**config.mk**
```make
export PLATFORM = sky130hd
export DESIGN_NAME = ufm_flow_multidrop
export DESIGN_NICKNAME = d
export VERILOG_FILES = /design/src/ufm_pkg.sv /design/src/ufm_flow_multidrop.sv
export SDC_FILE = /design/constraint.sdc
export NUM_CORES = 1
export LEC_CHECK = 0
export BUFFER_PORTS_ARGS = -buffer_cell sky130_fd_sc_hd__buf_2
export CORE_MARGIN = 3
export CORE_UTILIZATION = 25
export DETAILED_ROUTE_END_ITERATION = 10
export PLACE_DENSITY = 0.52
export SYNTH_ARGS = -nofsm -noshare
export SYNTH_HDL_FRONTEND = slang
export SYNTH_SLANG_ARGS = --single-unit
export TNS_END_PERCENT = 10
```
**constraint.sdc**
```tcl
create_clock -name ref_clk -period 4 [get_ports ref_clk]
set_clock_uncertainty 0.1 [all_clocks]
set_input_delay 0 -clock ref_clk [delete_from_list [all_inputs] [get_ports ref_clk]]
set_output_delay 0 -clock ref_clk [all_outputs]
set_load 0.05 [all_outputs]
```
**src/ufm_pkg.sv**
```systemverilog
// constants, enums and carriers for the flow control / multidrop block
// assumes one clock domain and an external rx shifter, tx shifter and baud ticks
package ufm_pkg;

  // ****************************************
  // reset values and counts
  // ****************************************
  localparam logic [7:0] CHAR_RST = 8'h00;
  localparam logic [1:0] XOFF_DELAY_CHARS = 2'h2;
  localparam int FIFO_DEPTH = 16;
  localparam int FIFO_CNT_W = 5;
  localparam logic [FIFO_CNT_W-1:0] TRIG_LVL [4] = '{5'h01, 5'h04, 5'h08, 5'h0E};
  localparam logic [FIFO_CNT_W-1:0] RESUME_LVL [4] = '{5'h00, 5'h01, 5'h04, 5'h08};

  // ****************************************
  // word length masks
  // ****************************************
  localparam logic [7:0] MASK_5B = 8'h1F;
  localparam logic [7:0] MASK_6B = 8'h3F;
  localparam logic [7:0] MASK_7B = 8'h7F;
  localparam logic [7:0] MASK_8B = 8'hFF;

  // ****************************************
  // types
  // ****************************************
  typedef enum logic [1:0] {FLOW_OFF, FLOW_SET1, FLOW_SET2, FLOW_PAIR} ufm_flowsel_e;
  typedef enum logic [1:0] {CH_RESUME1, CH_RESUME2, CH_STOP1, CH_STOP2} ufm_charsel_e;

  typedef struct packed {
    logic pe;
    logic [7:0] data;
  } ufm_rxword_s;

  typedef struct packed {
    ufm_flowsel_e rxFlow;
    ufm_flowsel_e txFlow;
    logic [1:0] wordLen;
    logic [1:0] trigSel;
    logic specialEn;
    logic stopIntEn;
    logic autoDirEn;
    logic [3:0] turnDelay;
    logic multidropEn;
    logic dtrSel;
    logic rxEnableSw;
    logic rtsSwN;
    logic dtrSwN;
  } ufm_cfg_s;

  localparam int RXWORD_W = $bits(ufm_rxword_s);

endpackage : ufm_pkg

```
**src/ufm_flow_multidrop.sv**
```systemverilog
// rx fifo plus xon/xoff flow control, special char, auto direction, multidrop
// assumes rx shifter, tx shifter, bitTick and charTick all on ref_clk
//
// What this block does
// - with software flow on, compare one or two rx chars to resume/stop
// - stop match halts transmit after the character now shifting ends
// - stop match with enable bit sets stop flag and raises interrupt
// - while suspended, resume match restarts transmit and clears flag
// - reset clears the four flow character registers to zero
// - pair mode needs two consecutive chars matching both programmed values
// - recognised flow chars are never pushed into the rx fifo
// - fifo at trigger: send stop chars one to two character times later
// - trigger levels 1,4,8,14; resume chars sent at 0,1,4,8
// - special mode: second stop char match is stored and sets flag
// - comparisons use only the selected 5 to 8 bit word length
// - auto direction: drive direction low after turn delay past last stop
// - auto direction: drive direction high before sending new data
// - auto direction: tx empty means shift register empty
// - normal multidrop: multidrop on, special off, forced parity zero
// - disabled receiver drops data, stores address with parity error
// - enabled receiver takes data, line status event per address
// - auto address: slave address lives in second stop char
// - auto address, unmatched: drop data and foreign addresses
// - matching address enables receiver, stored with parity flag, event
// - enabled: foreign address disables and drops; match is stored
// - select rts or dtr pin as direction output
`timescale 1ns/1ps

module ufm_fifo #(
  parameter int W = 9,
  parameter int D = 16
) (
  // clock and reset
  input wire logic ref_clk,
  input wire logic rst_b,
  // fill side
  input wire logic inValid,
  output logic inReady,
  input wire logic [W-1:0] inData,
  // drain side
  output logic outValid,
  input wire logic outReady,
  output logic [W-1:0] outData,
  // fill level
  output logic [$clog2(D+1)-1:0] count
);
  localparam int AW = $clog2(D);
  localparam logic [AW-1:0] LAST = AW'(D - 1);

  logic [W-1:0] mem [D];
  logic [AW-1:0] wrPtr_q;
  logic [AW-1:0] rdPtr_q;
  logic [$clog2(D+1)-1:0] cnt_q;
  logic push;
  logic pop;

  assign inReady = (cnt_q != ($clog2(D+1))'(D));
  assign outValid = (cnt_q != '0);
  assign outData = mem[rdPtr_q];
  assign count = cnt_q;
  assign push = inValid && inReady;
  assign pop = outValid && outReady;

  always_ff @(posedge ref_clk) begin
    if (push) begin
      mem[wrPtr_q] <= inData;
    end
  end

  always_ff @(posedge ref_clk or negedge rst_b) begin
    if (!rst_b) begin
      wrPtr_q <= '0;
      rdPtr_q <= '0;
      cnt_q <= '0;
    end else begin
      if (push) begin
        wrPtr_q <= (wrPtr_q == LAST) ? '0 : wrPtr_q + 1'b1;
      end
      if (pop) begin
        rdPtr_q <= (rdPtr_q == LAST) ? '0 : rdPtr_q + 1'b1;
      end
      if (push && !pop) begin
        cnt_q <= cnt_q + 1'b1;
      end else if (pop && !push) begin
        cnt_q <= cnt_q - 1'b1;
      end
    end
  end
endmodule : ufm_fifo

module ufm_flow_multidrop #(
  parameter int DEPTH = ufm_pkg::FIFO_DEPTH
) (
  // clock and reset
  input wire logic ref_clk,
  input wire logic rst_b,
  // configuration
  input wire ufm_pkg::ufm_cfg_s cfg,
  input wire logic charWrEn,
  input wire ufm_pkg::ufm_charsel_e charWrSel,
  input wire logic [7:0] charWrData,
  input wire logic isrRead,
  input wire logic lsrRead,
  // baud ticks
  input wire logic bitTick,
  input wire logic charTick,
  // rx shifter
  input wire logic rxValid,
  input wire logic [7:0] rxData,
  input wire logic rxParity,
  output logic rxReady,
  // rx fifo drain
  output logic rdValid,
  input wire logic rdReady,
  output ufm_pkg::ufm_rxword_s rdWord,
  // host tx data
  input wire logic txInValid,
  output logic txInReady,
  input wire logic [7:0] txInData,
  // tx shifter
  output logic txShValid,
  input wire logic txShReady,
  output logic [7:0] txShData,
  input wire logic txShBusy,
  input wire logic txShDone,
  // status and pins
  output logic stopFlag,
  output logic lineStatIrq,
  output logic irq,
  output logic rxTrigIrq,
  output logic txEmptyIrq,
  output logic rtsN,
  output logic dtrN
);

  // ****************************************
  // character registers
  // ****************************************
  logic [7:0] resume1_q;
  logic [7:0] resume2_q;
  logic [7:0] stop1_q;
  logic [7:0] stop2_q;

  always_ff @(posedge ref_clk or negedge rst_b) begin
    if (!rst_b) begin
      resume1_q <= ufm_pkg::CHAR_RST;
      resume2_q <= ufm_pkg::CHAR_RST;
      stop1_q <= ufm_pkg::CHAR_RST;
      stop2_q <= ufm_pkg::CHAR_RST;
    end else if (charWrEn) begin
      case (charWrSel)
        ufm_pkg::CH_RESUME1: resume1_q <= charWrData;
        ufm_pkg::CH_RESUME2: resume2_q <= charWrData;
        ufm_pkg::CH_STOP1: stop1_q <= charWrData;
        default: stop2_q <= charWrData;
      endcase
    end
  end

  // ****************************************
  // rx comparison
  // ****************************************
  logic [7:0] mask;
  always_comb begin
    case (cfg.wordLen)
      2'h0: mask = ufm_pkg::MASK_5B;
      2'h1: mask = ufm_pkg::MASK_6B;
      2'h2: mask = ufm_pkg::MASK_7B;
      default: mask = ufm_pkg::MASK_8B;
    endcase
  end

  logic mOn1, mOn2, mOff1, mOff2;
  assign mOn1 = (((rxData ^ resume1_q) & mask) == 8'h00);
  assign mOn2 = (((rxData ^ resume2_q) & mask) == 8'h00);
  assign mOff1 = (((rxData ^ stop1_q) & mask) == 8'h00);
  assign mOff2 = (((rxData ^ stop2_q) & mask) == 8'h00);

  logic mdNormal, mdAuto, flowOn, pairMode;
  assign mdNormal = cfg.multidropEn && !cfg.specialEn;
  assign mdAuto = cfg.multidropEn && cfg.specialEn;
  assign flowOn = (cfg.rxFlow != ufm_pkg::FLOW_OFF) && !cfg.multidropEn;
  assign pairMode = (cfg.rxFlow == ufm_pkg::FLOW_PAIR);

  logic pendOn_q, pendOff_q;
  logic [7:0] pendData_q;
  logic carry_q;
  logic [7:0] carryData_q;
  logic stopHit, resumeHit, firstHit, flowHit, specialHit;

  always_comb begin
    stopHit = 1'b0;
    resumeHit = 1'b0;
    firstHit = 1'b0;
    if (rxValid && flowOn) begin
      case (cfg.rxFlow)
        ufm_pkg::FLOW_SET1: begin
          stopHit = mOff1;
          resumeHit = mOn1;
        end
        ufm_pkg::FLOW_SET2: begin
          stopHit = mOff2;
          resumeHit = mOn2;
        end
        default: begin
          stopHit = pendOff_q && mOff2;
          resumeHit = pendOn_q && mOn2;
          firstHit = !(stopHit || resumeHit) && (mOff1 || mOn1);
        end
      endcase
    end
  end

  assign flowHit = stopHit || resumeHit || firstHit;
  assign specialHit = rxValid && cfg.specialEn && !cfg.multidropEn && mOff2;

  // pair mode: first half held back until second decides its fate
  always_ff @(posedge ref_clk or negedge rst_b) begin
    if (!rst_b) begin
      pendOn_q <= 1'b0;
      pendOff_q <= 1'b0;
      pendData_q <= 8'h00;
      carry_q <= 1'b0;
      carryData_q <= 8'h00;
    end else begin
      carry_q <= 1'b0;
      if (rxValid && flowOn && pairMode) begin
        pendOn_q <= firstHit && mOn1;
        pendOff_q <= firstHit && mOff1;
        pendData_q <= rxData;
        carry_q <= (pendOn_q || pendOff_q) && !flowHit;
        carryData_q <= rxData;
      end else if (!pairMode || !flowOn) begin
        pendOn_q <= 1'b0;
        pendOff_q <= 1'b0;
      end
    end
  end

  // ****************************************
  // store decision and multidrop
  // ****************************************
  logic autoEn_q;
  logic keep, keepPe, lsrEv, addrHit;
  logic pushValid;
  ufm_pkg::ufm_rxword_s pushWord;

  assign addrHit = rxParity && mOff2;

  always_comb begin
    keep = 1'b1;
    keepPe = 1'b0;
    lsrEv = 1'b0;
    if (mdNormal) begin
      keep = rxParity || cfg.rxEnableSw;
      keepPe = rxParity;
      lsrEv = rxParity;
    end else if (mdAuto) begin
      if (rxParity) begin
        keep = addrHit;
        keepPe = 1'b1;
        lsrEv = addrHit;
      end else begin
        keep = autoEn_q;
      end
    end
  end

  always_ff @(posedge ref_clk or negedge rst_b) begin
    if (!rst_b) begin
      autoEn_q <= 1'b0;
    end else if (!mdAuto) begin
      autoEn_q <= 1'b0;
    end else if (rxValid && rxParity) begin
      autoEn_q <= addrHit;
    end
  end

  always_comb begin
    pushValid = 1'b0;
    pushWord = '0;
    if (carry_q) begin
      pushValid = 1'b1;
      pushWord.data = carryData_q;
    end else if (rxValid && flowOn && pairMode && (pendOn_q || pendOff_q) && !flowHit) begin
      pushValid = 1'b1;
      pushWord.data = pendData_q;
    end else if (rxValid && !flowHit && keep) begin
      pushValid = 1'b1;
      pushWord.pe = keepPe;
      pushWord.data = rxData;
    end
  end

  logic [ufm_pkg::FIFO_CNT_W-1:0] level;
  logic [$clog2(DEPTH+1)-1:0] fifoCnt;

  ufm_fifo #(.W(ufm_pkg::RXWORD_W), .D(DEPTH)) rxFifo (
    .ref_clk(ref_clk),
    .rst_b(rst_b),
    .inValid(pushValid),
    .inReady(rxReady),
    .inData(pushWord),
    .outValid(rdValid),
    .outReady(rdReady),
    .outData(rdWord),
    .count(fifoCnt)
  );
  assign level = ufm_pkg::FIFO_CNT_W'(fifoCnt);

  // ****************************************
  // flags
  // ****************************************
  logic suspended_q, isrStop_q, lsrIrq_q;

  always_ff @(posedge ref_clk or negedge rst_b) begin
    if (!rst_b) begin
      suspended_q <= 1'b0;
    end else if (!flowOn) begin
      suspended_q <= 1'b0;
    end else if (stopHit) begin
      suspended_q <= 1'b1;
    end else if (resumeHit) begin
      suspended_q <= 1'b0;
    end
  end

  always_ff @(posedge ref_clk or negedge rst_b) begin
    if (!rst_b) begin
      isrStop_q <= 1'b0;
    end else if ((stopHit && cfg.stopIntEn) || specialHit) begin
      isrStop_q <= 1'b1;
    end else if ((resumeHit && suspended_q) || isrRead) begin
      isrStop_q <= 1'b0;
    end
  end

  always_ff @(posedge ref_clk or negedge rst_b) begin
    if (!rst_b) begin
      lsrIrq_q <= 1'b0;
    end else if (pushValid && rxReady && pushWord.pe && lsrEv) begin
      lsrIrq_q <= 1'b1;
    end else if (lsrRead) begin
      lsrIrq_q <= 1'b0;
    end
  end

  assign stopFlag = isrStop_q;
  assign lineStatIrq = lsrIrq_q;
  assign irq = isrStop_q || lsrIrq_q;
  assign rxTrigIrq = (level >= ufm_pkg::TRIG_LVL[cfg.trigSel]);

  // ****************************************
  // automatic stop / resume sending
  // ****************************************
  logic txFlowOn, arm_q, xoffSent_q, sendStop, sendResume;
  logic [1:0] wait_q;
  logic [1:0] ctrlPend_q;

  assign txFlowOn = (cfg.txFlow != ufm_pkg::FLOW_OFF);
  assign sendStop = arm_q && charTick && (wait_q == 2'h1);
  assign sendResume = xoffSent_q && !arm_q && (ctrlPend_q == 2'h0)
    && (level <= ufm_pkg::RESUME_LVL[cfg.trigSel]);

  always_ff @(posedge ref_clk or negedge rst_b) begin
    if (!rst_b) begin
      arm_q <= 1'b0;
      wait_q <= 2'h0;
      xoffSent_q <= 1'b0;
    end else if (!txFlowOn) begin
      arm_q <= 1'b0;
      xoffSent_q <= 1'b0;
    end else if (sendStop) begin
      arm_q <= 1'b0;
      xoffSent_q <= 1'b1;
    end else if (sendResume) begin
      xoffSent_q <= 1'b0;
    end else if (arm_q && charTick) begin
      wait_q <= wait_q - 2'h1;
    end else if (!arm_q && !xoffSent_q && (level >= ufm_pkg::TRIG_LVL[cfg.trigSel])) begin
      arm_q <= 1'b1;
      wait_q <= ufm_pkg::XOFF_DELAY_CHARS;
    end
  end

  // ****************************************
  // transmit staging
  // ****************************************
  logic stgValid_q, stgCtrl_q, ctrlStop_q, dirLevel_q, canLoad, txFire;
  logic [7:0] stgData_q;
  logic [7:0] ctrlChar;

  always_comb begin
    case (cfg.txFlow)
      ufm_pkg::FLOW_SET1: ctrlChar = ctrlStop_q ? stop1_q : resume1_q;
      ufm_pkg::FLOW_SET2: ctrlChar = ctrlStop_q ? stop2_q : resume2_q;
      default: begin
        if (ctrlPend_q == 2'h2) begin
          ctrlChar = ctrlStop_q ? stop1_q : resume1_q;
        end else begin
          ctrlChar = ctrlStop_q ? stop2_q : resume2_q;
        end
      end
    endcase
  end

  assign txShValid = stgValid_q && (stgCtrl_q || !suspended_q)
    && (!cfg.autoDirEn || dirLevel_q);
  assign txFire = txShValid && txShReady;
  assign canLoad = !stgValid_q || txFire;
  assign txInReady = canLoad && (ctrlPend_q == 2'h0) && !suspended_q;
  assign txShData = stgData_q;

  always_ff @(posedge ref_clk or negedge rst_b) begin
    if (!rst_b) begin
      ctrlPend_q <= 2'h0;
      ctrlStop_q <= 1'b0;
      stgValid_q <= 1'b0;
      stgCtrl_q <= 1'b0;
      stgData_q <= 8'h00;
    end else begin
      if (sendStop || sendResume) begin
        ctrlPend_q <= (cfg.txFlow == ufm_pkg::FLOW_PAIR) ? 2'h2 : 2'h1;
        ctrlStop_q <= sendStop;
      end else if (canLoad && (ctrlPend_q != 2'h0)) begin
        ctrlPend_q <= ctrlPend_q - 2'h1;
      end
      if (canLoad) begin
        if (ctrlPend_q != 2'h0) begin
          stgValid_q <= 1'b1;
          stgCtrl_q <= 1'b1;
          stgData_q <= ctrlChar;
        end else if (txInValid && !suspended_q) begin
          stgValid_q <= 1'b1;
          stgCtrl_q <= 1'b0;
          stgData_q <= txInData;
        end else begin
          stgValid_q <= 1'b0;
        end
      end
    end
  end

  // ****************************************
  // half duplex direction
  // ****************************************
  logic turnWait_q;
  logic [3:0] turnCnt_q;

  always_ff @(posedge ref_clk or negedge rst_b) begin
    if (!rst_b) begin
      dirLevel_q <= 1'b0;
      turnWait_q <= 1'b0;
      turnCnt_q <= 4'h0;
    end else if (!cfg.autoDirEn) begin
      dirLevel_q <= 1'b0;
      turnWait_q <= 1'b0;
    end else if (stgValid_q) begin
      dirLevel_q <= 1'b1;
      turnWait_q <= 1'b0;
    end else if (txShDone) begin
      if (cfg.turnDelay == 4'h0) begin
        dirLevel_q <= 1'b0;
      end else begin
        turnWait_q <= 1'b1;
        turnCnt_q <= cfg.turnDelay;
      end
    end else if (turnWait_q && bitTick) begin
      turnCnt_q <= turnCnt_q - 4'h1;
      if (turnCnt_q == 4'h1) begin
        dirLevel_q <= 1'b0;
        turnWait_q <= 1'b0;
      end
    end
  end

  assign rtsN = (cfg.autoDirEn && !cfg.dtrSel) ? dirLevel_q : cfg.rtsSwN;
  assign dtrN = (cfg.autoDirEn && cfg.dtrSel) ? dirLevel_q : cfg.dtrSwN;
  assign txEmptyIrq = !stgValid_q && !txInValid
    && (!cfg.autoDirEn || !txShBusy);

  // ****************************************
  // checks
  // ****************************************
  a_stop_suspends: assert property (@(posedge ref_clk) disable iff (!rst_b)
    stopHit |=> suspended_q && !txInReady) else $error("stop match did not suspend");
  a_stop_irq: assert property (@(posedge ref_clk) disable iff (!rst_b)
    stopHit && cfg.stopIntEn |=> stopFlag && irq) else $error("stop flag missing");
  a_resume_clears: assert property (@(posedge ref_clk) disable iff (!rst_b)
    resumeHit && suspended_q && !specialHit |=> !suspended_q && !stopFlag)
    else $error("resume did not restart");
  a_flow_drop: assert property (@(posedge ref_clk) disable iff (!rst_b)
    rxValid && flowHit && !carry_q |-> !pushValid) else $error("flow char stored");
  a_xoff_delay: assert property (@(posedge ref_clk) disable iff (!rst_b)
    sendStop |=> ctrlPend_q != 2'h0 && xoffSent_q) else $error("stop send lost");
  a_resume_once: assert property (@(posedge ref_clk) disable iff (!rst_b)
    sendResume |=> !xoffSent_q ##1 !sendResume) else $error("resume repeated");
  a_dir_high: assert property (@(posedge ref_clk) disable iff (!rst_b)
    txFire && cfg.autoDirEn |-> (cfg.dtrSel ? dtrN : rtsN))
    else $error("sending while turned");
  a_tsr_empty: assert property (@(posedge ref_clk) disable iff (!rst_b)
    cfg.autoDirEn && txShBusy |-> !txEmptyIrq) else $error("empty while shifting");
  a_md_drop: assert property (@(posedge ref_clk) disable iff (!rst_b)
    mdNormal && !cfg.rxEnableSw && rxValid && !rxParity && !carry_q |-> !pushValid)
    else $error("data kept while disabled");
  a_auto_addr: assert property (@(posedge ref_clk) disable iff (!rst_b)
    mdAuto && rxValid && addrHit |-> pushValid && pushWord.pe ##1 autoEn_q)
    else $error("address match mishandled");

endmodule : ufm_flow_multidrop

```
Word level (Yosys, flattened, before mapping)
Memories as Yosys holds them, arrays and structs flattened.
Index checks and enable logic that the tools add are counted.
{"block": "classes", "mul": 0, "reduce_logical": 110, "div_mod_pow": 0, "n_eq_ne": 27, "n_shift": 0, "bitwise": 13, "order_cmp": 3, "n_addsub": 7, "n_mux": 87}
{"operator": "1-bit two-way mux", "n": 57}
{"operator": "8-bit two-way mux", "n": 7}
{"operator": "1-bit logical AND", "n": 47}
{"operator": "8-bit bitwise AND", "n": 4}
{"operator": "8-bit logical NOT", "n": 4}
{"operator": "8-bit bitwise XOR", "n": 4}
{"operator": "5-bit two-way mux", "n": 6}
{"operator": "8-bit case mux with 3 select lines", "n": 1}
{"operator": "2-bit nonzero test", "n": 11}
{"operator": "5-bit binary-select mux with 2-bit select", "n": 2}
{"operator": "4-bit two-way mux", "n": 5}
{"operator": "1-bit logical NOT", "n": 16}
{"operator": "8-bit case mux with 2 select lines", "n": 1}
{"operator": "1-bit logical OR", "n": 15}
{"operator": "2-bit == test, second input constant", "n": 7}
{"operator": "2-bit by 1-bit == test with 1-bit output, second input constant", "n": 5}
{"operator": "2-bit two-way mux", "n": 5}
{"operator": "2-bit AND reduction", "n": 5}
{"operator": "9-bit two-way mux", "n": 1}
{"operator": "3-bit by 1-bit inequality test with 1-bit output, second input constant", "n": 3}
{"operator": "3-bit AND reduction", "n": 3}
{"operator": "4-bit by 1-bit adder with 4-bit output, second input constant", "n": 2}
{"operator": "4-bit == test, second input constant", "n": 2}
{"operator": "4-bit by 1-bit inequality test with 1-bit output, second input constant", "n": 2}
{"operator": "other kinds (23)", "n": 32}
{"block": "word_totals", "in_bits": 60, "out_inout_bits": 28, "mem_bits_rw": 144, "wordCells": 274, "ff_bits": 83, "latchBits": 0, "rom_bits": 0, "n_memories": 1}
{"name": "rxFifo.mem", "depth": 16, "word_bits": 9, "read_ports": 1, "rd_clocked_by_memory_dff": 0, "wr": 1, "line": "ufm_flow_multidrop.sv:50", "text": "logic [W-1:0] mem [D];"}

Logic depth before layout (Yosys ltp)
Gate-level depths: netlist of the first run.
{"block": "logic_depth", "depth_word": 22, "mapped_depth": 17}

By module
From an unflattened synthesis of the first run, not the netlist that was laid out.
{"block": "hier_totals", "hier_cells": 774, "area_unflattened_um2": 10830.4}
{"mod": "ufm_fifo", "n_inst": 1, "cells_each": 356, "seq_area_each_um2": 4649.5, "area_per_inst_um2": 6498.7}
{"mod": "ufm_flow_multidrop", "n_inst": 1, "cells_each": 418, "seq_area_each_um2": 1751.7, "area_per_inst_um2": 4331.7}

Worst setup path after synthesis of the first run
OpenSTA, ideal clock, no wires.
{"block": "synth_timing", "path_kind": "flip-flop to flip-flop", "startpoint": "reg rxFifo.cnt_q[1], in the netlist rxFifo.count[1]", "endpoint": "reg rxFifo.cnt_q[4], in the netlist rxFifo.count[4]", "stages_incl_launch_ff": 14, "n_path_buf": 0, "setup_ps": 126, "t_arrival_ps": 3145, "slack_ps": 630, "period_less_slack_ps": 3370, "required_ps": 3774, "cell_sequence": "dfrtp_1 > nor4_1 > nand2_1 > and3b_4 > a21oi_4 > inv_2 > ha_1 > inv_1 > ha_1 > a21o_1 > a21oi_1 > xnor2_1 > nor2_1 > xor2_1"}
{"block": "synth_via", "elab_chain_cells": 5}
{"item": "start: declaration", "line": "ufm_flow_multidrop.sv:53", "text": "logic [$clog2(D+1)-1:0] cnt_q;"}
{"item": "start signal: assignment", "line": "ufm_flow_multidrop.sv:83", "text": "cnt_q <= cnt_q + 1'b1;"}
{"item": "start signal: assignment", "line": "ufm_flow_multidrop.sv:85", "text": "cnt_q <= cnt_q - 1'b1;"}
{"item": "5-bit inequality test *", "line": "ufm_flow_multidrop.sv:57", "text": "assign inReady = (cnt_q != ($clog2(D+1))'(D));"}
{"item": "via rxReady", "line": "ufm_flow_multidrop.sv:111", "text": "output logic rxReady,"}
{"item": "1-bit logical AND *", "line": "ufm_flow_multidrop.sv:61", "text": "assign push = inValid && inReady;"}
{"item": "via rxFifo.push", "line": "ufm_flow_multidrop.sv:54", "text": "logic push;"}
{"item": "1-bit logical NOT", "line": "ufm_flow_multidrop.sv:84", "text": "end else if (pop && !push) begin"}
{"item": "1-bit logical AND", "line": "ufm_flow_multidrop.sv:84"}
{"item": "2-bit nonzero test (no line)"}
Mark *: on every way through the listed nets, which the timed path passes. The rest lies on a longest branch. The select of a mux whose other input is x is not followed.
A chain may end at the register's enable or synchronous reset.

Worst setup path in the final report of the first run
{"block": "layout_timing", "startpoint": "reg stop1_q[5]", "endpoint": "reg rxFifo.cnt_q[4], in the netlist rxFifo.count[4]"}
{"block": "layout_via", "elab_chain_cells": 18}
{"item": "start: declaration", "line": "ufm_flow_multidrop.sv:141", "text": "logic [7:0] stop1_q;"}
{"item": "start signal: assignment", "line": "ufm_flow_multidrop.sv:148", "text": "stop1_q <= ufm_pkg::CHAR_RST;"}
{"item": "start signal: assignment", "line": "ufm_flow_multidrop.sv:154", "text": "ufm_pkg::CH_STOP1: stop1_q <= charWrData;"}
{"item": "8-bit bitwise XOR *", "line": "ufm_flow_multidrop.sv:176", "text": "assign mOff1 = (((rxData ^ stop1_q) & mask) == 8'h00);"}
{"item": "8-bit bitwise AND *", "line": "ufm_flow_multidrop.sv:176"}
{"item": "8-bit logical NOT *", "line": "ufm_flow_multidrop.sv:176"}
{"item": "1-bit logical OR", "line": "ufm_flow_multidrop.sv:208", "text": "firstHit = !(stopHit || resumeHit) && (mOff1 || mOn1);"}
{"item": "1-bit logical AND", "line": "ufm_flow_multidrop.sv:208"}
{"item": "1-bit two-way mux", "line": "ufm_flow_multidrop.sv:196", "text": "case (cfg.rxFlow)"}
{"item": "1-bit two-way mux", "line": "ufm_flow_multidrop.sv:195", "text": "if (rxValid && flowOn) begin"}
{"item": "1-bit logical OR *", "line": "ufm_flow_multidrop.sv:214", "text": "assign flowHit = stopHit || resumeHit || firstHit;"}
{"item": "[... 3 more ...]"}
{"item": "1-bit two-way mux", "line": "ufm_flow_multidrop.sv:288", "text": "end else if (rxValid && !flowHit && keep) begin"}
{"item": "1-bit two-way mux *", "line": "ufm_flow_multidrop.sv:285", "text": "end else if (rxValid && flowOn && pairMode && (pendOn_q || pendOff_q) && !flowHit) begin"}
{"item": "1-bit two-way mux *", "line": "ufm_flow_multidrop.sv:282", "text": "if (carry_q) begin"}
{"item": "1-bit logical AND *", "line": "ufm_flow_multidrop.sv:61"}
{"item": "via rxFifo.push", "line": "ufm_flow_multidrop.sv:54"}
{"item": "1-bit logical NOT", "line": "ufm_flow_multidrop.sv:84"}
{"item": "1-bit logical AND", "line": "ufm_flow_multidrop.sv:84"}
{"item": "2-bit nonzero test (no line)"}
Mark *: on every way through the listed nets, which the timed path passes. The rest lies on a longest branch.

==> out/qor.yml, run 1 <==
cts_htree_levels: 1
root_buffer: "clkbuf_16"
row_count: 75
hp-class: "primary input to asynchronous set/reset pin"
cts.sink_count: 227
worst_slew_pin_slew_ps: 1010
final_common_cell: "edfxtp_1"
syn_area_per_cell_sq_um: 14.9
pwr-share-clk: 0.255
post_cts_resized: 0
synth_flop_cell: "edfxtp_1"
clock_path_buffers: 3
finalNetCount: 977
netSwitchingPower_w: 0.00293
antenna_found_initial: 1
switching_share: 0.359
drt-pass1-iter-count: 4
leakagePower_nw: 5.08
finalSetupViolCount: 0
crit_required_ps: 4310
async_flop_share: 0.366
critPathKind: "flop to flop"
hold_violations: 2
drv_slew: 0
crit_arrival_ps: 3700
io_pins: 88
violations: "negative hold slack"
maxCapViolCount: 0
fmax_ghz: 0.294
die-area_sq_mm: 0.0453
cts_made_buffers: 25
p_int_w: 0.00523
place_ws_ps: 584
initial_utilization: 0.254
area_growth_syn_to_layout_pct: 23.3
finalWorstSetupSlack_ps: 602
grt_pass1_vias: 6847
maxSlewHeadroom: 0.330
drt_drc_violations_left: 0
wire_per_inst_um: 16.7
path_buf_inv: 2
wl_um: 24100
grt_max_degree: 61
grt-ovfl-total: 0
power_w: 0.00816
synthesis.nets: 811
gp_congestion: 0.783
seqPwrFrac: 0.398
yosysUniqueCellTypes: 67
synth-edff-count: 144
rsz0062_at_grt: "false"
power_density_mw_per_mm2: 618
start_kind: "flop"
cp-end-kind: "flop"
synth_seq_cells: 227
vias: 6515
max_stage_delay_ps: 400
synth-seq-area-share: 0.598
track_usage: 0.108
cts_tree: "yes"
dr.first_iter.drc_count: 307
status: "finished with violations"
port_buffers: 87
setup-tns-final_ps: 0
postRouteAntennaNets: 0
synthCells: 720
synth_area_sq_mm: 0.0107
die_w_um: 213
cts_setup_buffers: 0
drive_gt1_frac: 0.277
period_needed_ps: 3400
diodes: 0
final_cell_mix: "144 x edfxtp_1, 86 x buf_2, 82 x dfrtp_1"
period_share: 0.849
grt_pass1_wl_um: 39100
pwr-share-comb: 0.348
fp.dieH_um: 213
path_delay_family: "compound AO/OA/AOI/OAI gates"
core_sq_mm: 0.0421
vdd_ir_drop_max_mv: 0.414
crit_path_max_fanout: 4
yosysWarnings: 0
cp_slowest_cell: "dfrtp_1"
path_clk_slew_ps: 60
vias_per_cell: 4.52
hold_ws_ps: -12.4
fill_cells: 4150
dp_hpwl_um: 17200
cp_cell_sequence: "xor2_1 > a211oi_2 > nand4_1 > o221ai_1 > and3b_4 > a21oi_4 > inv_2 > ha_1 > inv_1 > ha_1 > a21o_1 > a21oi_1 > xnor2_1 > nor2_1 > xor2_1"
clk_latency_ps: 530
worst paths after layout:
| path | to | cells past startpoint | slack, ps | startpoint |
|---|---|---|---|---|
| setup reg to reg | rxFifo.count[4]$_DFFE_PN0P_ | 15 | 600 | stop1_q[5]$_DFFE_PN0P_ |
| min in group ref_clk | turnCnt_q[1]$_DFFE_PN0P_ | 5 | 40 | bitTick |
| max in group asynchronous | rxFifo.rdPtr_q[0]$_DFFE_PN0P_ | 3 | 2920 | rst_b |
| hold / removal | resume1_q[2]$_DFFE_PN0P_ | 2 | -10 | rst_b |
| hold reg to reg | txShData[1]$_DFFE_PN0P_ | 2 | 390 | txShData[1]$_DFFE_PN0P_ |
| setup / recovery | rxFifo.count[4]$_DFFE_PN0P_ | 15 | 600 | stop1_q[5]$_DFFE_PN0P_ |
synthesized netlist by cell type (all sizes together), types with 4 or more instances:
master / count / area share
and3: 4 / 0.0028
dfrtp: 83 / 0.19
mux2: 44 / 0.047
nor2b: 5 / 0.0029
xor2: 35 / 0.029
o22ai: 10 / 0.0058
mux4: 45 / 0.095
xnor2: 5 / 0.0041
a21oi: 19 / 0.010
nand2b: 8 / 0.0047
nor3: 21 / 0.0098
nand4: 5 / 0.0029
buf: 17 / 0.0098
nor2: 17 / 0.0062
ha: 30 / 0.035
a22o: 8 / 0.0065
nand2: 42 / 0.015
nor4: 6 / 0.0035
a21o: 7 / 0.0049
nand3: 6 / 0.0028
nor3b: 5 / 0.0035
edfxtp: 144 / 0.40
a22oi: 4 / 0.0028
nand3b: 5 / 0.0035
clkbuf: 14 / 0.0049
a211oi: 8 / 0.0079
o21ai: 26 / 0.012
mux2i: 27 / 0.025
inv: 31 / 0.011
power groups by stage:
stage | clock network [W] | registers (W) | logic [W]
2_1_floorplan | 0 | 0.00317 | 0.00215
3_3_place_gp | 0 | 0.00328 | 0.00279
3_5_place_dp | 0 | 0.00329 | 0.00282
4_1_cts | 0.00216 | 0.00325 | 0.00288
5_1_grt | 0.00224 | 0.00330 | 0.00310
6_report | 0.00208 | 0.00324 | 0.00284
per-stage QoR:
| step | util | hold WS, ps | area [sq um] | std cells |
|---|---|---|---|---|
| floorplan | - | -396 | 10700 | 720 |
| global placement | 0.281 | 56.4 | 11900 | 1336 |
| detailed placement | 0.281 | 50.3 | 11900 | 1336 |
| CTS | 0.313 | 18.0 | 13200 | 1441 |
| global route | 0.313 | 75.9 | 13200 | 1441 |
| finish | 0.313 | -12.4 | 13200 | 1441 |
final cells by class:
| cell class | count | area, sq um | area share |
|---|---|---|---|
| Clock inverter | 11 | 63.8 | 0.00483 |
| Inverter | 31 | 116 | 0.00881 |
| Tap cell | 539 | 674 | 0.0511 |
| Clock buffer | 32 | 662 | 0.0501 |
| Multi-Input combinational cell | 431 | 4050 | 0.307 |
| Sequential cell | 227 | 6400 | 0.485 |
| Timing Repair Buffer | 170 | 1230 | 0.0931 |
layer usage:
metal | up-vias | GRT usage | part of all wire
met5 | - | 0 | 0.00050
met4 | 2 | 0.0223 | 0.021
met3 | 37 | 0.0234 | 0.047
met2 | 134 | 0.172 | 0.45
met1 | 3255 | 0.154 | 0.48
li1 | 3087 | - | -
kinds of logic (layout without fill, tap and decap cells):
logic type / count (synthesis) / in the layout / synth area share
flip-flops: 227 / 227 / 0.598
AND/OR/NAND/NOR: 136 / 136 / 0.0672
multiplexers: 116 / 116 / 0.167
AO/OA/AOI/OAI: 108 / 108 / 0.0719
buffers and inverters: 62 / 244 / 0.0256
XOR/XNOR: 40 / 40 / 0.0334
adder cells (fa/ha/maj): 31 / 31 / 0.0369
what timing repair did:
| action | 4_1_cts | 5_1_grt |
|---|---|---|
| endpoints found under the setup margin | 0 | 0 |
| hold buffers | 62 | 0 |
| hold endpoints to repair | 132 | 0 |
worst register-to-register path, delay by kind of cell, from the launching register on:
kind | cells | cell delay (ps)
xor gates and xnor gates | 3 | 450
DFF | 1 | 400
buffers and inverters | 2 | 220
adders and majority gates | 2 | 490
and+or+nand+nor | 3 | 480
AOI/OAI and AO/OA | 5 | 1140
state kept, by name (all words and copies together), names as in the netlist, 2 cells and up:
| register | flops |
|---|---|
| ctrlPend_q | 2 |
| rxFifo.mem | 144 |
| rxFifo.count | 5 |
| stop2_q | 8 |
| txShData | 8 |
| carryData_q | 8 |
| turnCnt_q | 4 |
| resume2_q | 8 |
| wait_q | 2 |
| rxFifo.rdPtr_q | 4 |
| stop1_q | 8 |
| resume1_q | 8 |
| rxFifo.wrPtr_q | 4 |
(Power assumes the default switching activity.)
==> run 2: changes to the inputs <==
Settings changed: ABC_AREA from default to 1, PLACE_DENSITY 0.52 to 0.53.
Clock period 4 ns to 2.8 ns, I/O delays scaled along.
==> out/qor.yml, run 2 <==
cp_slowest_cell: "dfrtp_1"
synthCells: 1096
drv_slew: 0
area_growth_syn_to_layout_pct: 35.3
die_w_um: 215
rsz0062_at_grt: "true"
io_pins: 88
cts_htree_levels: 1
fill_cells: 4249
finalNetCount: 1452
whs_path_depth: 6
period_share: 1.04
port_buffers: 87
start_kind: "flop"
yosysWarnings: 0
cts_tree: "yes"
crit_path_frequent_cell: "nand2_1"
largest_register: "rxFifo.mem"
drt_drc_violations_left: 0
die-area_sq_mm: 0.0461
track_usage: 0.128
leakagePower_nw: 6.10
min_to: "arm_q$_DFFE_PN0P_"
antenna_found_initial: 0
grt_max_degree: 57
worst_slew_pin_slew_ps: 616
maxSlewHeadroom: 0.588
critPathKind: "flop to flop"
top_usage_layer: "met2"
drt-pass1-iter-count: 5
crit_path_max_fanout: 3
final_common_cell: "nand2_1"
synth_seq_cells: 227
syn_area_per_cell_sq_um: 9.94
period_needed_ps: 2910
initial_utilization: 0.256
async_flop_share: 0.366
status: "finished with violations"
max_stage_delay_ps: 400
drive_gt1_frac: 0.247
finalSetupViolCount: 2
violations: "negative setup slack"
yosys-top-cells-area: "edfxtp_1 40%, dfrtp_1 19%, nand2_1 7.4%"
met2_usage: 0.222
yosysUniqueCellTypes: 50
crit_arrival_ps: 3270
synth.largest_area_cell: "edfxtp_1"
vias: 8766
final_cell_mix: "206 x nand2_1, 144 x edfxtp_1, 138 x o21ai_0"
synth-edff-count: 144
fmax_ghz: 0.343
place_ws_ps: -250
dr.first_iter.drc_count: 522
clk_latency_ps: 550
cp-end-kind: "flop"
seqCellArea_sq_mm: 0.00640
row_count: 75
gp_congestion: 0.834
cts.sink_count: 227
diodes: 0
grt_pass1_vias: 8531
dp_hpwl_um: 20200
grt-ovfl-total: 0
r2r_slack_ps: -110
r2r_end: "rxFifo.count[3]$_DFFE_PN0P_"
multi_input_area_sq_mm: 0.00418
power_density_mw_per_mm2: 932
grt_use_met3: 0.0203
finalWorstSetupSlack_ps: -113
synth_top_area_frac: 0.397
gr-usage-met1: 0.169
synth_flop_cell: "edfxtp_1"
maxCapViolCount: 0
synth_area_sq_mm: 0.0109
synth-seq-area-share: 0.588
min_from: "cfg[13]"
hold_violations: 0
cp_cell_sequence: "xnor2_1 > nand2_1 > nor2_4 > nand3_4 > nand2_1 > nor2_2 > nor2_2 > nand3_4 > nand2_4 > nand2_4 > inv_2 > ha_4 > inv_4 > buf_6 > ha_4 > nand2_1 > and3_4 > or2_4 > a31oi_1"
postRouteAntennaNets: 0
clock_path_buffers: 3
wl_um: 30500
root_buffer: "clkbuf_16"
stdcell_count: 1959
crit_required_ps: 3150
largest_register_ffs: 144
yosysMostFrequentCell: "nand2_1"
synth_commonest_cells: "214 x nand2_1, 144 x edfxtp_1, 142 x o21ai_0"
path_clk_slew_ps: 60
vias_per_cell: 4.47
fp.dieH_um: 215
cts_made_buffers: 27
r2r_start: "stop2_q[3]$_DFFE_PN0P_"
hp-class: "primary input to flop"
grt_pass1_wl_um: 48000
r2r_cells: 19
core_sq_mm: 0.0425
dp.cells: 1815
synthesis.nets: 1187
vdd_ir_drop_max_mv: 0.722
wire_per_inst_um: 15.6
==> run 2: cell types whose count changed in the layout (fill, tap and decap cells not counted), sizes merged, moves of 15 or more <==
cell	delta
nand2	+181
o21ai	+120
buf	+102
nor2	+100
inv	+65
mux4	-45
mux2	-41
nand3	+38
a21oi	+30
xor2	-29
mux2i	-23
o221ai	+18
nor3	-15
xnor2	+15
==> run 2: timing repair <==
item                                    4_1_cts  5_1_grt
endpoints found under the hold margin       154        0
resized for setup                            31       45
endpoints found under the setup margin        3      158
setup buffers                                20        6
pin swaps                                    13       25
hold buffers                                 69        0
gates cloned                                  0        0
==> run 2: logic make-up (layout without fill, tap and decap cells) <==
family                     count (synthesis)  in the layout  synth area share
muxes                                      7              7           0.00678
DFF                                      227            227             0.588
xor gates and xnor gates                  26             26            0.0209
and+or+nand+nor                          405            405             0.159
buffers and inverters                    141            427            0.0542
adders and majority gates                 31             31            0.0363
AOI/OAI and AO/OA                        259            259             0.135
==> run 2: cell type report <==
type,count,area share
clock inverters,16,0.0115
inverters,97,0.0249
flip-flops and latches,227,0.434
multi-input cells,728,0.284
well taps,577,0.0490
repair buffers,280,0.148
clock buffers,34,0.0483
==> run 2: where the power goes <==
group | total (W) | leakage [nW] | switching [W] | internal (W)
registers | 0.00438 | 2.36 | 0.000303 | 0.00407
clock network | 0.00349 | 0.422 | 0.00141 | 0.00208
logic | 0.00587 | 3.32 | 0.00369 | 0.00218
==> run 2: worst max-delay path by stage <==
stage,start,end,slack (ps),cells past startpoint
5_1_grt,resume2_q[5]$_DFFE_PN0P_,rxFifo.count[4]$_DFFE_PN0P_,-270,23
4_1_cts,stop2_q[4]$_DFFE_PN0P_,rxFifo.count[3]$_DFFE_PN0P_,-180,19
3_3_place_gp,stop2_q[4]$_DFFE_PN0P_,rxFifo.count[3]$_DFFE_PN0P_,-200,19
6_report,stop2_q[3]$_DFFE_PN0P_,rxFifo.count[3]$_DFFE_PN0P_,-110,19
2_1_floorplan,rxFifo.count[1]$_DFFE_PN0P_,rxFifo.count[4]$_DFFE_PN0P_,-270,15
3_5_place_dp,stop2_q[4]$_DFFE_PN0P_,rxFifo.count[4]$_DFFE_PN0P_,-250,19
==> run 2: critical path, delay by kind of cell, from the launching register on <==
family | cells | cell delay [ps]
AOI/OAI and AO/OA | 1 | 120
adders and majority gates | 2 | 410
xor gates and xnor gates | 1 | 160
DFF | 1 | 400
and+or+nand+nor | 12 | 1400
buffers and inverters | 3 | 230
==> run 2: metal layers <==
metal,vias up,share of wire
li1,4322,-
met3,46,0.046
met5,-,0
met2,206,0.48
met4,0,0.021
met1,4192,0.45
==> run 2: metrics by stage <==
stage | utilization | total power, W | cell area (sq um) | hold WS (ps) | setup TNS (ps)
2_1_floorplan | - | 0.00785 | 10900 | -396 | -388
6_report | 0.347 | 0.0137 | 14700 | 31.1 | -195
4_1_cts | 0.342 | 0.0137 | 14500 | 5.67 | -404
3_3_place_gp | 0.298 | 0.00980 | 12600 | -26.1 | -491
3_5_place_dp | 0.298 | 0.00985 | 12600 | -23.2 | -620
5_1_grt | 0.347 | 0.0146 | 14700 | 76.9 | -656
==> run 3: changes to the inputs <==
Settings changed: ABC_AREA 1 to default, CORE_MARGIN 3 to default.
==> out/qor.yml, run 3 (synthesis results as in run 1) <==
status: "finished with violations"
violations: "negative setup slack"
max_stage_delay_ps: 380
cp-end-kind: "flop"
finalNetCount: 1066
gp_congestion: 0.771
final_cell_mix: "144 x edfxtp_1, 104 x buf_4, 86 x buf_2"
r2r_slack_ps: -180
wire_per_inst_um: 16.6
stdcell_count: 1534
dp.cells: 1419
vias: 6843
maxCapViolCount: 0
whs_path_depth: 6
place_ws_ps: -269
drv_slew: 0
die_w_um: 209
worst_slew_pin_slew_ps: 771
track_usage: 0.119
period_share: 1.06
hp-class: "primary input to flop"
clk_latency_ps: 530
cp_slowest_cell: "dfrtp_1"
finalSetupViolCount: 2
grt_max_degree: 48
vias_per_cell: 4.46
clock_path_buffers: 3
r2r_cells: 15
critPathKind: "flop to flop"
crit_arrival_ps: 3290
dr.first_iter.drc_count: 276
crit_path_max_fanout: 3
drt_drc_violations_left: 0
grt_pass1_wl_um: 40800
power_w: 0.0122
dp_hpwl_um: 17900
port_buffers: 87
path_delay_family: "compound AO/OA/AOI/OAI gates"
cts_htree_levels: 1
postRouteAntennaNets: 0
dpl_cell_area_sq_mm: 0.0126
drt-pass1-iter-count: 6
cts_made_buffers: 24
core_sq_mm: 0.0421
antenna_found_initial: 2
cts_tree: "yes"
largest_register_ffs: 144
cts.sink_count: 227
fmax_ghz: 0.336
hold_violations: 0
postLayoutCoreUtil: 0.336
die-area_sq_mm: 0.0436
power_density_mw_per_mm2: 865
grt_pass1_vias: 7208
area_growth_syn_to_layout_pct: 32.2
cp_cell_sequence: "xor2_1 > a211oi_2 > nand4_1 > o221ai_2 > and3b_4 > a21oi_4 > inv_2 > ha_4 > fa_2 > inv_2 > a21o_1 > a21oi_2 > xnor2_1 > nor2_1 > xor2_1"
final_common_cell: "edfxtp_1"
fp.dieH_um: 209
drive_gt1_frac: 0.373
period_needed_ps: 2980
crit_cells: 15
wl_um: 25500
initial_utilization: 0.254
grt-ovfl-total: 0
vdd_ir_drop_max_mv: 0.517
rsz0062_at_grt: "true"
row_count: 75
path_buf_inv: 2
crit_required_ps: 3110
path_clk_slew_ps: 60
largest_register: "rxFifo.mem"
stdcell_area_sq_mm: 0.0142
leakagePower_nw: 5.60
start_kind: "flop"
maxSlewHeadroom: 0.486
root_buffer: "clkbuf_16"
finalWorstSetupSlack_ps: -180
io_pins: 88
[run 3: area by class of cell]
class,count,area [sq um]
clock buffer,25,604
multi-input combinational,431,4230
inverter,31,119
sequential,227,6400
antenna,3,7.51
tap,539,674
timing repair buffer,260,1970
clock inverter,18,145
fill,4121,28000
[run 3: stage by stage]
stage | setup TNS [ps] | hold WS [ps]
after global placement | -21880 | -7.82
after global routing | -1860 | 161
after floorplan | -4980 | -396
final | -273 | 142
after detailed placement | -31080 | -15.6
after CTS | -409 | 107
[run 3: path summary, 6_finish.rpt]
kind                                          from                     endpoint
min reg2reg                txShData[6]$_DFFE_PN0P_      txShData[6]$_DFFE_PN0P_
min                                        cfg[19]        pendOff_q$_DFFE_PN0P_
max in group asynchronous                    rst_b       xoffSent_q$_DFFE_PN0P_
max reg2reg                 stop1_q[1]$_DFFE_PN0P_  rxFifo.count[4]$_DFFE_PN0P_
min in group asynchronous                    rst_b       stop2_q[5]$_DFFE_PN0P_
max                         stop1_q[1]$_DFFE_PN0P_  rxFifo.count[4]$_DFFE_PN0P_
[run 3: per-layer routing]
metal / part of all wire / wire [um] / vias up / track usage
li1: - / - / 3277 / -
met2: 0.45 / 11600 / 127 / 0.188
met3: 0.039 / 989 / 36 / 0.0248
met4: 0.020 / 498 / 0 / 0.0289
met5: 0 / 0 / - / 0
met1: 0.49 / 12500 / 3403 / 0.166
[run 3: repair_timing]
item / CTS / global route
hold buffers: 65 / 0
setup endpoints to repair: 133 / 149
endpoints found under the hold margin: 156 / 0
resized for setup: 15 / 18
buffers inserted: 3 / 2
pin swaps: 7 / 8
[run 3: worst reg2reg max path, delay by kind of cell, from the launching register on]
family / cells / cell delay, ps
AOI/OAI and AO/OA: 5 / 810
and+or+nand+nor: 3 / 490
DFF: 1 / 380
xor gates and xnor gates: 3 / 430
adders and majority gates: 2 / 530
buffers and inverters: 2 / 120
[run 3: power breakdown]
group	switching, W	total [W]	internal (W)	leakage [nW]
Clock	0.00132	0.00307	0.00175	0.371
Combinational	0.00261	0.00472	0.00211	2.91
Sequential	0.000407	0.00445	0.00405	2.33
